===== src/verilog/cst_pkg.sv =====
package cst_pkg;
  // ************************************************
  // Register map
  // ************************************************
  localparam logic [7:0] CST_ADDR_DETECT = 8'h0E;
  localparam logic [7:0] CST_ADDR_TUNING = 8'h0F;
  localparam logic [7:0] CST_TUNING_RESET = 8'h00;
  localparam int CST_DONE_BIT = 7;
  localparam int CST_TRIM_LSB = 6;
  localparam int CST_RSVD_BIT = 5;
  localparam int CST_TRICKLE_BIT = 4;
  localparam int CST_PATTERN_LSB = 2;
  localparam int CST_OFFSET_LSB = 0;
  localparam logic [1:0] CST_MON_STATUS = 2'h1;
  // ************************************************
  // Field encodings
  // ************************************************
  localparam logic [1:0] CST_PAT_OFF = 2'h0;
  localparam logic [1:0] CST_PAT_ON = 2'h1;
  localparam logic [1:0] CST_PAT_BLINK_1_1 = 2'h2;
  localparam logic [1:0] CST_PAT_BLINK_1_3 = 2'h3;
  localparam int CST_TRIM_MV_PLUS8 = 8;
  localparam int CST_TRIM_MV_MINUS8 = -8;
  localparam int CST_TRIM_MV_MINUS16 = -16;
  localparam int CST_TRICKLE_MA_DEF = 90;
  localparam int CST_TRICKLE_MA_ALT = 30;
  localparam int CST_OFFSET_MV_0 = 3900;
  localparam int CST_OFFSET_MV_1 = 5900;
  localparam int CST_OFFSET_MV_2 = 7500;
  localparam int CST_OFFSET_MV_3 = 10500;
  // ************************************************
  // Timing
  // ************************************************
  localparam int CST_CLK_HZ = 20000000;
  localparam int CST_BLINK_UNIT_S = 1;
  localparam int CST_BLINK_UNIT_CYC = CST_CLK_HZ * CST_BLINK_UNIT_S;
endpackage : cst_pkg


===== src/verilog/cst_blink.sv =====
`timescale 1ns/1ps
// ************************************************
// Status pin pattern generator
// ************************************************
module cst_blink #(
  parameter int UNIT_CYC = cst_pkg::CST_BLINK_UNIT_CYC
) (
  input wire logic clock_in,
  input wire logic rst_n_in,
  input wire logic enable_in,
  input wire logic [1:0] pattern_in,
  output logic led_on_out
);
  import cst_pkg::*;
  logic [31:0] unit_cnt;
  logic [1:0] phase;
  // Unit timebase; phase walks 0..3 seconds for the 1:3 blink, 0..1 for 1:1; 0 is the on slot
  always_ff @(posedge clock_in or negedge rst_n_in) begin
    if (!rst_n_in) begin
      unit_cnt <= 32'h0;
      phase <= 2'h0;
    end else if (enable_in) begin
      if (pattern_in == CST_PAT_OFF || pattern_in == CST_PAT_ON) begin
        unit_cnt <= 32'h0; // Restart so a new blink opens with a full on second
        phase <= 2'h0;
      end else if (unit_cnt == 32'(UNIT_CYC - 1)) begin
        unit_cnt <= 32'h0;
        if (pattern_in == CST_PAT_BLINK_1_1) begin
          phase <= {1'b0, ~phase[0]};
        end else begin
          phase <= phase + 2'h1;
        end
      end else begin
        unit_cnt <= unit_cnt + 32'h1;
      end
    end
  end
  // Registered LED drive
  always_ff @(posedge clock_in or negedge rst_n_in) begin
    if (!rst_n_in) begin
      led_on_out <= 1'b0;
    end else if (enable_in) begin
      case (pattern_in)
        CST_PAT_ON: led_on_out <= 1'b1;
        CST_PAT_BLINK_1_1, CST_PAT_BLINK_1_3: led_on_out <= (phase == 2'h0);
        default: led_on_out <= 1'b0;
      endcase
    end
  end
endmodule : cst_blink


===== src/verilog/cst_regs.sv =====
`timescale 1ns/1ps
// ************************************************
// Detection status and charge tuning registers
// ************************************************
module cst_regs #(
  parameter int BLINK_UNIT_CYC = cst_pkg::CST_BLINK_UNIT_CYC
) (
  input wire logic clock_in,
  input wire logic rst_n_in,
  input wire logic clk_en_in,
  input wire logic [7:0] reg_addr_in,
  input wire logic reg_write_in,
  input wire logic [7:0] reg_wdata_in,
  output logic [7:0] reg_rdata_out,
  input wire logic detect_done_in,
  input wire logic detect_restart_in,
  input wire logic [6:0] detect_reserved_in,
  input wire logic watchdog_expire_in,
  input wire logic register_reset_in,
  input wire logic [1:0] current_monitor_select_in,
  output logic [1:0] charge_voltage_trim_out,
  output logic signed [5:0] trim_mv_out,
  output logic trickle_current_select_out,
  output logic [6:0] trickle_ma_out,
  output logic [1:0] input_voltage_limit_offset_out,
  output logic [13:0] offset_mv_out,
  output logic status_pin_out,
  output logic status_pin_oe_n_out
);
  import cst_pkg::*;

  // ************************************************
  // Local state
  // ************************************************
  // Detection flag; kept out of every reset, so it powers up unknown
  logic source_detect_complete;
  logic next_source_detect_complete;

  // Tuning register image and its next value
  logic [7:0] tuning;
  logic [7:0] next_tuning;

  // Read data about to be registered
  logic [7:0] next_rdata;

  // One hit line per mapped register
  logic addr_hit_detect;
  logic addr_hit_tuning;

  // Qualified update requests for the tuning register
  logic tuning_write;
  logic tuning_clear_all;
  logic tuning_clear_keep_offset;

  // Status pin path; led_on comes from a flip-flop in the generator
  logic [1:0] pattern_field;
  logic led_on;
  logic pattern_active;
  logic pin_drive_low;

  // ************************************************
  // Address decode
  // ************************************************
  // Unmapped addresses hit nothing and read back as zero
  // Decode uses the full eight-bit address, so no aliases appear
  always_comb begin
    addr_hit_detect = 1'b0;
    addr_hit_tuning = 1'b0;
    if (reg_addr_in == CST_ADDR_DETECT) begin
      addr_hit_detect = 1'b1;
    end else if (reg_addr_in == CST_ADDR_TUNING) begin
      addr_hit_tuning = 1'b1;
    end
  end

  // Detection register is read only; a write there is dropped silently,
  // with no error indication, as the host bus has none
  assign tuning_write = reg_write_in & addr_hit_tuning;

  // ************************************************
  // Clear sources
  // ************************************************
  // Both are one-cycle pulses from outside this block
  // Register reset is the stronger clear and also takes the offset field
  assign tuning_clear_all = register_reset_in;

  // Watchdog expiry alone spares the offset field; when both clears
  // meet in one cycle the register reset wins
  assign tuning_clear_keep_offset = watchdog_expire_in & ~register_reset_in;

  // ************************************************
  // Detection done flag
  // ************************************************
  // Done beats a restart in the same cycle, so a finished
  // detection is never lost to a late restart pulse
  always_comb begin
    next_source_detect_complete = source_detect_complete;
    if (detect_done_in) begin
      next_source_detect_complete = 1'b1;
    end else if (detect_restart_in) begin
      next_source_detect_complete = 1'b0;
    end
  end

  // No reset term on purpose: no reset source may clear the flag
  // Bit 7 therefore reads unknown until the first detection event
  always_ff @(posedge clock_in) begin
    if (clk_en_in) begin
      source_detect_complete <= next_source_detect_complete;
    end
  end

  // ************************************************
  // Charge tuning register
  // ************************************************
  // Priority: register reset, then watchdog expiry, then a host write
  // A write that meets a clear is lost; the host must write again
  always_comb begin
    next_tuning = tuning;
    if (tuning_clear_all) begin
      next_tuning = CST_TUNING_RESET;
    end else if (tuning_clear_keep_offset) begin
      // Offset field sits in the low bits and keeps its value
      next_tuning = {CST_TUNING_RESET[7:2], tuning[CST_OFFSET_LSB +: 2]};
    end else if (tuning_write) begin
      next_tuning = reg_wdata_in; // Reserved bit 5 is kept as written
    end
  end

  // All zeros at power-up
  always_ff @(posedge clock_in or negedge rst_n_in) begin
    if (!rst_n_in) begin
      tuning <= CST_TUNING_RESET;
    end else if (clk_en_in) begin
      tuning <= next_tuning;
    end
  end

  // ************************************************
  // Read data path
  // ************************************************
  // Reserved detection bits pass the detector's own undefined value
  // Unmapped reads return zero rather than a stale byte
  always_comb begin
    next_rdata = 8'h00;
    if (addr_hit_detect) begin
      next_rdata = {source_detect_complete, detect_reserved_in};
    end else if (addr_hit_tuning) begin
      next_rdata = tuning;
    end
  end

  // Registered, so the host sees a settled byte one cycle after the address,
  // and the byte holds while the clock enable is low
  always_ff @(posedge clock_in or negedge rst_n_in) begin
    if (!rst_n_in) begin
      reg_rdata_out <= 8'h00;
    end else if (clk_en_in) begin
      reg_rdata_out <= next_rdata;
    end
  end

  // ************************************************
  // Field decodes
  // ************************************************
  // Combinational: the analog side sees a change in the cycle after the write
  // Raw fields and the voltage trim; six signed bits hold -16
  always_comb begin
    charge_voltage_trim_out = tuning[CST_TRIM_LSB +: 2];
    trickle_current_select_out = tuning[CST_TRICKLE_BIT];
    input_voltage_limit_offset_out = tuning[CST_OFFSET_LSB +: 2];
    case (charge_voltage_trim_out)
      2'h1: trim_mv_out = 6'(CST_TRIM_MV_PLUS8);
      2'h2: trim_mv_out = 6'(CST_TRIM_MV_MINUS8);
      2'h3: trim_mv_out = 6'(CST_TRIM_MV_MINUS16);
      default: trim_mv_out = 6'h00;
    endcase
  end

  // Trickle current in milliamps; the default setting is the larger current
  always_comb begin
    trickle_ma_out = trickle_current_select_out ? 7'(CST_TRICKLE_MA_ALT)
                                                 : 7'(CST_TRICKLE_MA_DEF);
  end

  // Input voltage limit offset in millivolts
  always_comb begin
    case (input_voltage_limit_offset_out)
      2'h1: offset_mv_out = 14'(CST_OFFSET_MV_1);
      2'h2: offset_mv_out = 14'(CST_OFFSET_MV_2);
      2'h3: offset_mv_out = 14'(CST_OFFSET_MV_3);
      default: offset_mv_out = 14'(CST_OFFSET_MV_0);
    endcase
  end

  // ************************************************
  // Status pin
  // ************************************************
  // Pattern is only honoured in the status monitor mode
  assign pattern_active = (current_monitor_select_in == CST_MON_STATUS);
  assign pattern_field = tuning[CST_PATTERN_LSB +: 2];

  // Timebase follows the field alone; gating at the pin keeps the
  // blink phase running, at the cost of a mid-blink start when the
  // monitor mode is entered; it shares the register's clock enable
  cst_blink #(
    .UNIT_CYC(BLINK_UNIT_CYC)
  ) i_cst_blink (
    .clock_in(clock_in),
    .rst_n_in(rst_n_in),
    .enable_in(clk_en_in),
    .pattern_in(pattern_field),
    .led_on_out(led_on)
  );

  // Open drain: pulls low only while the LED is lit, never drives high
  // Pin sits at high impedance through reset
  assign pin_drive_low = pattern_active & led_on;
  assign status_pin_out = 1'b0;
  assign status_pin_oe_n_out = ~pin_drive_low;
endmodule : cst_regs

===== config.mk =====
export PLATFORM = sky130hd
export DESIGN_NAME = cst_regs
export DESIGN_NICKNAME = d
export VERILOG_FILES = /design/src/verilog/cst_pkg.sv /design/src/verilog/cst_blink.sv /design/src/verilog/cst_regs.sv
export SDC_FILE = /design/constraint.sdc
export NUM_CORES = 1
export LEC_CHECK = 0
export ABC_AREA = 1
export BUFFER_PORTS_ARGS = -buffer_cell sky130_fd_sc_hd__buf_2
export CAP_MARGIN = 20
export CELL_PAD_IN_SITES_DETAIL_PLACEMENT = 0
export CELL_PAD_IN_SITES_GLOBAL_PLACEMENT = 1
export CORE_UTILIZATION = 35
export DETAILED_ROUTE_END_ITERATION = 8
export HOLD_SLACK_MARGIN = 0.15
export PLACE_DENSITY_LB_ADDON = 0.1
export SLEW_MARGIN = 40
export SYNTH_ARGS = -nofsm -noshare
export SYNTH_HDL_FRONTEND = slang
export SYNTH_SLANG_ARGS = --single-unit

===== constraint.sdc =====
create_clock -name clock_in -period 1.4 [get_ports clock_in]
set_input_delay 0.07 -clock clock_in [delete_from_list [all_inputs] [get_ports clock_in]]
set_output_delay 0.07 -clock clock_in [all_outputs]
set_load 0.05 [all_outputs]

==> results of run 1 <==
-- registers in the layout, indices dropped and copies added, names as in the netlist --
register and count:
i_cst_blink.led_on_out 1, i_cst_blink.phase 2, i_cst_blink.unit_cnt 32, reg_rdata_out 8
source_detect_complete 1, tuning 8
-- power breakdown --
part           total [W]  leakage [nW]  internal (W)  switching (W)
clock            0.00106        0.0541      0.000530       0.000530
combinational   0.000855          1.73      0.000291       0.000565
sequential       0.00160         0.704       0.00155      0.0000448
total            0.00351          2.49       0.00237        0.00114
-- critical path: stages, from the launching register on --
cell and delay (ns):
dfrtp_1 0.41, ha_4 0.18, nand3_2 0.08, inv_2 0.07
nand2_2 0.06, nor2_4 0.11, nand2_4 0.07, nand2_4 0.07
nand2_4 0.07, inv_6 0.08, clkbuf_16 0.15, nor2_1 0.04
-- metal layers --
metal | vias up | GRT usage, % | part of all wire [%]
met5 | - | 0 | 0
met4 | 0 | 4.01 | 0.84
met3 | 7 | 2.86 | 3.1
met2 | 71 | 34.8 | 50
met1 | 1514 | 24.0 | 46
li1 | 1727 | - | -
-- cell type report --
| cell class | instances | area [um^2] |
|---|---|---|
| clock buffers | 5 | 68.8 |
| clock inverters | 3 | 42.5 |
| fillers | 915 | 4220 |
| inverters | 48 | 188 |
| multi-input cells | 346 | 1990 |
| flip-flops and latches | 52 | 1310 |
| well taps | 129 | 161 |
| repair buffers | 168 | 1300 |
-- cell families after synthesis --
group	share of synthesized area, %
other	0.223
flip-flops	38.8
AND/OR/NAND/NOR	37.7
buffers and inverters	11.9
AO/OA/AOI/OAI	4.20
adder cells (fa/ha/maj)	4.09
XOR/XNOR	3.12
-- worst paths after layout --
| path | start | end | slack (ns) | cells after the start |
|---|---|---|---|---|
| max in group asynchronous | rst_n_in | tuning[7]$_DFFE_PN0P_ | 0.67 | 3 |
| worst max register to register | i_cst_blink.unit_cnt[1]$_DFFE_PN0P_ | i_cst_blink.unit_cnt[11]$_DFFE_PN0P_ | -0.10 | 11 |
| worst min register to register | i_cst_blink.phase[1]$_DFFE_PN0P_ | i_cst_blink.phase[1]$_DFFE_PN0P_ | 0.50 | 2 |
| min in group asynchronous | rst_n_in | i_cst_blink.unit_cnt[14]$_DFFE_PN0P_ | 0.25 | 2 |
| worst max-delay path | i_cst_blink.unit_cnt[1]$_DFFE_PN0P_ | i_cst_blink.unit_cnt[11]$_DFFE_PN0P_ | -0.10 | 11 |
| worst min-delay path | clk_en_in | i_cst_blink.unit_cnt[0]$_DFFE_PN0P_ | 0.14 | 3 |
-- per-stage QoR --
step / setup WS, ns / utilization, % / total power [W]
6_report: -0.102 / 54.5 / 0.00351
5_1_grt: -0.240 / 54.5 / 0.00367
4_1_cts: -0.139 / 50.8 / 0.00349
3_5_place_dp: -0.183 / 45.5 / 0.00232
3_3_place_gp: -0.221 / 45.5 / 0.00232
2_1_floorplan: -0.0696 / - / 0.00216
-- cell usage in the layout (no fill, tap or decap), types with 7 or more instances in the layout --
master,n
dfrtp_1,50
nand2_2,16
nand3_1,31
conb_1,14
buf_6,9
xor2_1,7
a31oi_1,8
buf_2,51
nor2_2,16
inv_2,10
dlygate4sd3_1,20
o21ai_1,9
nand4_1,11
nor2_1,69
buf_4,80
nand2_1,105
inv_1,36
nand2_4,10
nor2_4,11
-- what timing repair did --
item                       CTS  global route
gates cloned                 1             1
hold buffers                20             0
resized for setup           44            69
hold endpoints to repair    68             0
buffers inserted             6            11
setup endpoints to repair   40            43
pin swaps                    5            16
==> flow_metrics.tcl, run 1 <==
set metrics [dict create \
    status "finished, violations left" \
    failed_checks "negative setup slack" \
    p_per_area_nw_per_um2 694 \
    io_buffers 60 \
    drt-vias-per-instance 4.42 \
    critical_path_arrival_ns 1.71 \
    fin_nets 665 \
    finalMaxSlewViolations 0 \
    hold_path.class "in -> reg" \
    fin_skew_ns 0.00404 \
    drive_gt1_share_pct 39.2 \
    post-route-drc-count 0 \
    cts-htree-levels 2 \
    yosys.cell_types.count 31 \
    cts_sinks 52 \
    dp_cells 705 \
    pin_count 75 \
    final_cells 751 \
    stdcell_area_um2 5060 \
    cap_violations 0 \
    grt_max_degree 27 \
    setup_viol 32 \
    vias 3319 \
    cts_root_buf "clkbuf_8" \
    gp_congestion 0.805 \
    cts_tree "built" \
    grt.overflow.total 0 \
    endpoint_kind "register" \
    max_freq_mhz 666 \
    rsz0062_at_grt "true" \
    post-synth-top-area-cell "dfrtp_1" \
    synth_top_area_share_pct 37.9 \
    synthTopCellsByArea "dfrtp_1, nand2_1, nor2_1" \
    dieWidth_um 100 \
    initial_core_util_pct 36.3 \
    ir_drop_v 0.000483 \
    place_hpwl_mm 6.70 \
    drtIter0Drc 68 \
    synth_most_common_cell "nand2_1" \
    grt_pass1_vias 3210 \
    antennaDiodeCount 0 \
    synth_cells 466 \
    hold_viol 0 \
    start_kind "register" \
    clkTransAtPathRegs_ns 0.10 \
    die_h_um 100 \
    ys_warn_count 0 \
    wl_per_cell_um 12.2 \
    first_pass_iters 5 \
    dieArea_um2 10000 \
    power_leakage_nw 2.49 \
    synth-seq-cells 52 \
    ant_nets 0 \
    cts_buffers 5 \
    wl_mm 9.17 \
    grt.total_usage_pct 19.1 \
    area_growth_pct 50.3 \
    path_class "reg -> reg" \
    antenna_found_initial 0 \
    fin_crit_ns 1.50 \
    finalHoldWorstSlack_ns 0.140 \
    critPathRequiredTime_ns 1.61 \
    async_flop_share_pct 98.1 \
    std_cell_rows 35 \
    post-route-period-util_pct 107 \
    ys_seq_area_share_pct 38.8 \
    grt_pass1_wl_mm 15.0 \
    clock_latency_ns 0.31 \
    synthTopCellsByCount "nand2_1, nor2_1, dfrtp_1" \
    core_um2 9280 \
    placed_cell_area_um2 4230 \
    fin_setup_tns_ns -2.42 \
    finalWorstSetupSlack_ns -0.102 \
    synth_edf_count 1 \
    ctsLongestPathBuffers 2 \
    ys.flop_type "dfrtp_1" \
    syn_avg_cell_area_um2 7.23 \
    crit_path_max_fanout 8 \
    netlist_area_um2 3370 \
]
No activity file was read; power rests on OpenSTA's default activity.
==> run 2, diff against run 1 <==
--- a/config.mk
+++ b/config.mk
@@ -13,7 +13,7 @@
 export CORE_UTILIZATION = 35
 export DETAILED_ROUTE_END_ITERATION = 8
 export HOLD_SLACK_MARGIN = 0.15
-export PLACE_DENSITY_LB_ADDON = 0.1
+export PLACE_DENSITY = 0.74
 export SLEW_MARGIN = 40
 export SYNTH_ARGS = -nofsm -noshare
 export SYNTH_HDL_FRONTEND = slang
==> run 2 against run 1 <==
The flow still finishes with violations (negative setup slack); final cell count decreased by 1.9%; via count decreased by 1.3%; sequential power about the same; design area decreased by 2.5%; die area unchanged; critical path depth unchanged; power decreased by 4.0%; combinational power about the same; largest cell class unchanged.
==> flow_metrics.tcl, run 2 (synthesis results as in run 1) <==
set metrics [dict create \
    ir_drop_v 0.000569 \
    vias 3276 \
    hold_viol 0 \
    mostFrequentLayoutCell "nand2_1" \
    placed_cell_area_um2 4160 \
    regMostFlops "i_cst_blink.unit_cnt" \
    cts_buffers 5 \
    die_h_um 100 \
    cts_sinks 52 \
    fillers 916 \
    dieWidth_um 100 \
    std_cell_rows 35 \
    fin_crit_ns 1.57 \
    drtIter0Drc 105 \
    largest_register_ffs 32 \
    p_per_area_nw_per_um2 684 \
    finalWorstSetupSlack_ns -0.169 \
    cap_violations 0 \
    tightest_slew_ns 0.563 \
    grt_pass1_vias 3345 \
    cts_tree "built" \
    dieArea_um2 10000 \
    area_growth_pct 46.5 \
    crit_path_max_fanout 6 \
    place_hpwl_mm 6.47 \
    start_kind "register" \
    ctsLongestPathBuffers 2 \
    max_freq_mhz 637 \
    path_class "reg -> reg" \
    pin_count 75 \
    antenna_found_initial 0 \
    cts_root_buf "clkbuf_8" \
    post-route-drc-count 0 \
    endpoint_kind "register" \
    grt.overflow.total 0 \
    wl_per_cell_um 12.0 \
    drt-vias-per-instance 4.45 \
    cts-htree-levels 2 \
    ant_nets 0 \
    final_cells 737 \
    clock_latency_ns 0.32 \
    max_slew_margin_pct 62.5 \
    gp_congestion 0.776 \
    finalHoldWorstSlack_ns 0.159 \
    wl_mm 8.81 \
    post-route-period-util_pct 112 \
    fin_setup_tns_ns -4.39 \
    power_leakage_nw 2.37 \
    core_um2 9280 \
    layout_common_cells "nand2_1, buf_4, nor2_1" \
    pre_cts_ws_ns -0.107 \
    reg_top3 "i_cst_blink.unit_cnt x32, reg_rdata_out x8, tuning x8" \
    status "finished, violations left" \
    drive_gt1_share_pct 38.8 \
    setup_viol 34 \
    io_buffers 60 \
    first_pass_iters 4 \
    antennaDiodeCount 0 \
    fin_nets 651 \
    hold_path.class "in -> reg" \
    initial_core_util_pct 36.3 \
    failed_checks "negative setup slack" \
    critical_path_arrival_ns 1.78 \
    stdcell_area_um2 4930 \
    grt_pass1_wl_mm 15.1 \
    rsz0062_at_grt "true" \
    dp_cells 700 \
    fin_skew_ns 0.0133 \
    critPathRequiredTime_ns 1.61 \
    grt.total_usage_pct 18.8 \
    grt_max_degree 24 \
    clkTransAtPathRegs_ns 0.11 \
    finalMaxSlewViolations 0 \
]
==> run 2: worst paths after layout <==
kind / from / end / slack (ns) / depth (start not counted)
max in group asynchronous: rst_n_in / i_cst_blink.unit_cnt[20]$_DFFE_PN0P_ / 0.58 / 3
min in group asynchronous: rst_n_in / i_cst_blink.unit_cnt[0]$_DFFE_PN0P_ / 0.28 / 2
max reg2reg: i_cst_blink.unit_cnt[0]$_DFFE_PN0P_ / i_cst_blink.unit_cnt[30]$_DFFE_PN0P_ / -0.17 / 11
max: i_cst_blink.unit_cnt[0]$_DFFE_PN0P_ / i_cst_blink.unit_cnt[30]$_DFFE_PN0P_ / -0.17 / 11
min reg2reg: i_cst_blink.phase[1]$_DFFE_PN0P_ / i_cst_blink.phase[1]$_DFFE_PN0P_ / 0.49 / 2
min: watchdog_expire_in / tuning[1]$_DFFE_PN0P_ / 0.16 / 4
==> run 2: where the power goes <==
| group | internal (W) | leakage, nW | switching [W] | total, W |
|---|---|---|---|---|
| clock | 0.000366 | 0.0487 | 0.000555 | 0.000920 |
| sequential | 0.00155 | 0.700 | 0.0000471 | 0.00160 |
| combinational | 0.000288 | 1.62 | 0.000565 | 0.000853 |
==> run 2: through the flow <==
stage	utilization, %	total power [W]
2_1_floorplan	-	0.00216
3_3_place_gp	44.8	0.00231
3_5_place_dp	44.8	0.00231
4_1_cts	50.2	0.00333
5_1_grt	53.1	0.00354
6_report	53.1	0.00337
==> run 2: what timing repair did <==
| item | CTS | global route |
|---|---|---|
| hold buffers | 18 | 0 |
| hold endpoints to repair | 53 | 0 |
| gates cloned | 1 | 0 |
| pin swaps | 16 | 24 |
| endpoints found under the setup margin | 40 | 44 |
| buffers inserted | 5 | 6 |
| gates resized for setup | 52 | 69 |
==> run 2: worst max-delay path, stage by stage (launching register included) <==
cell	delay, ns
dfrtp_1	0.45
ha_4	0.18
nand3_2	0.09
inv_2	0.06
nand2_1	0.04
nor2_1	0.11
nand2_1	0.09
nand2_2	0.09
nand2_4	0.08
inv_4	0.08
buf_6	0.13
nor2_1	0.05
==> run 2: routing by layer <==
layer  routed length (um)  global-route usage (%)  vias to the layer above
met1                 3960                    23.1                     1490
met4                   31                    3.34                        0
met3                  386                    3.06                        4
met2                 4440                    35.0                       81
met5                    0                       0                        -
li1                     -                       -                     1701
==> run 2: layout make-up <==
| class | count | area (um^2) | area share, % |
|---|---|---|---|
| clock inverters | 3 | 26.3 | 0.533 |
| repair buffers | 153 | 1170 | 23.8 |
| flip-flops and latches | 52 | 1310 | 26.6 |
| well taps | 129 | 161 | 3.27 |
| multi-input cells | 347 | 2010 | 40.7 |
| clock buffers | 5 | 68.8 | 1.40 |
| inverters | 48 | 183 | 3.70 |
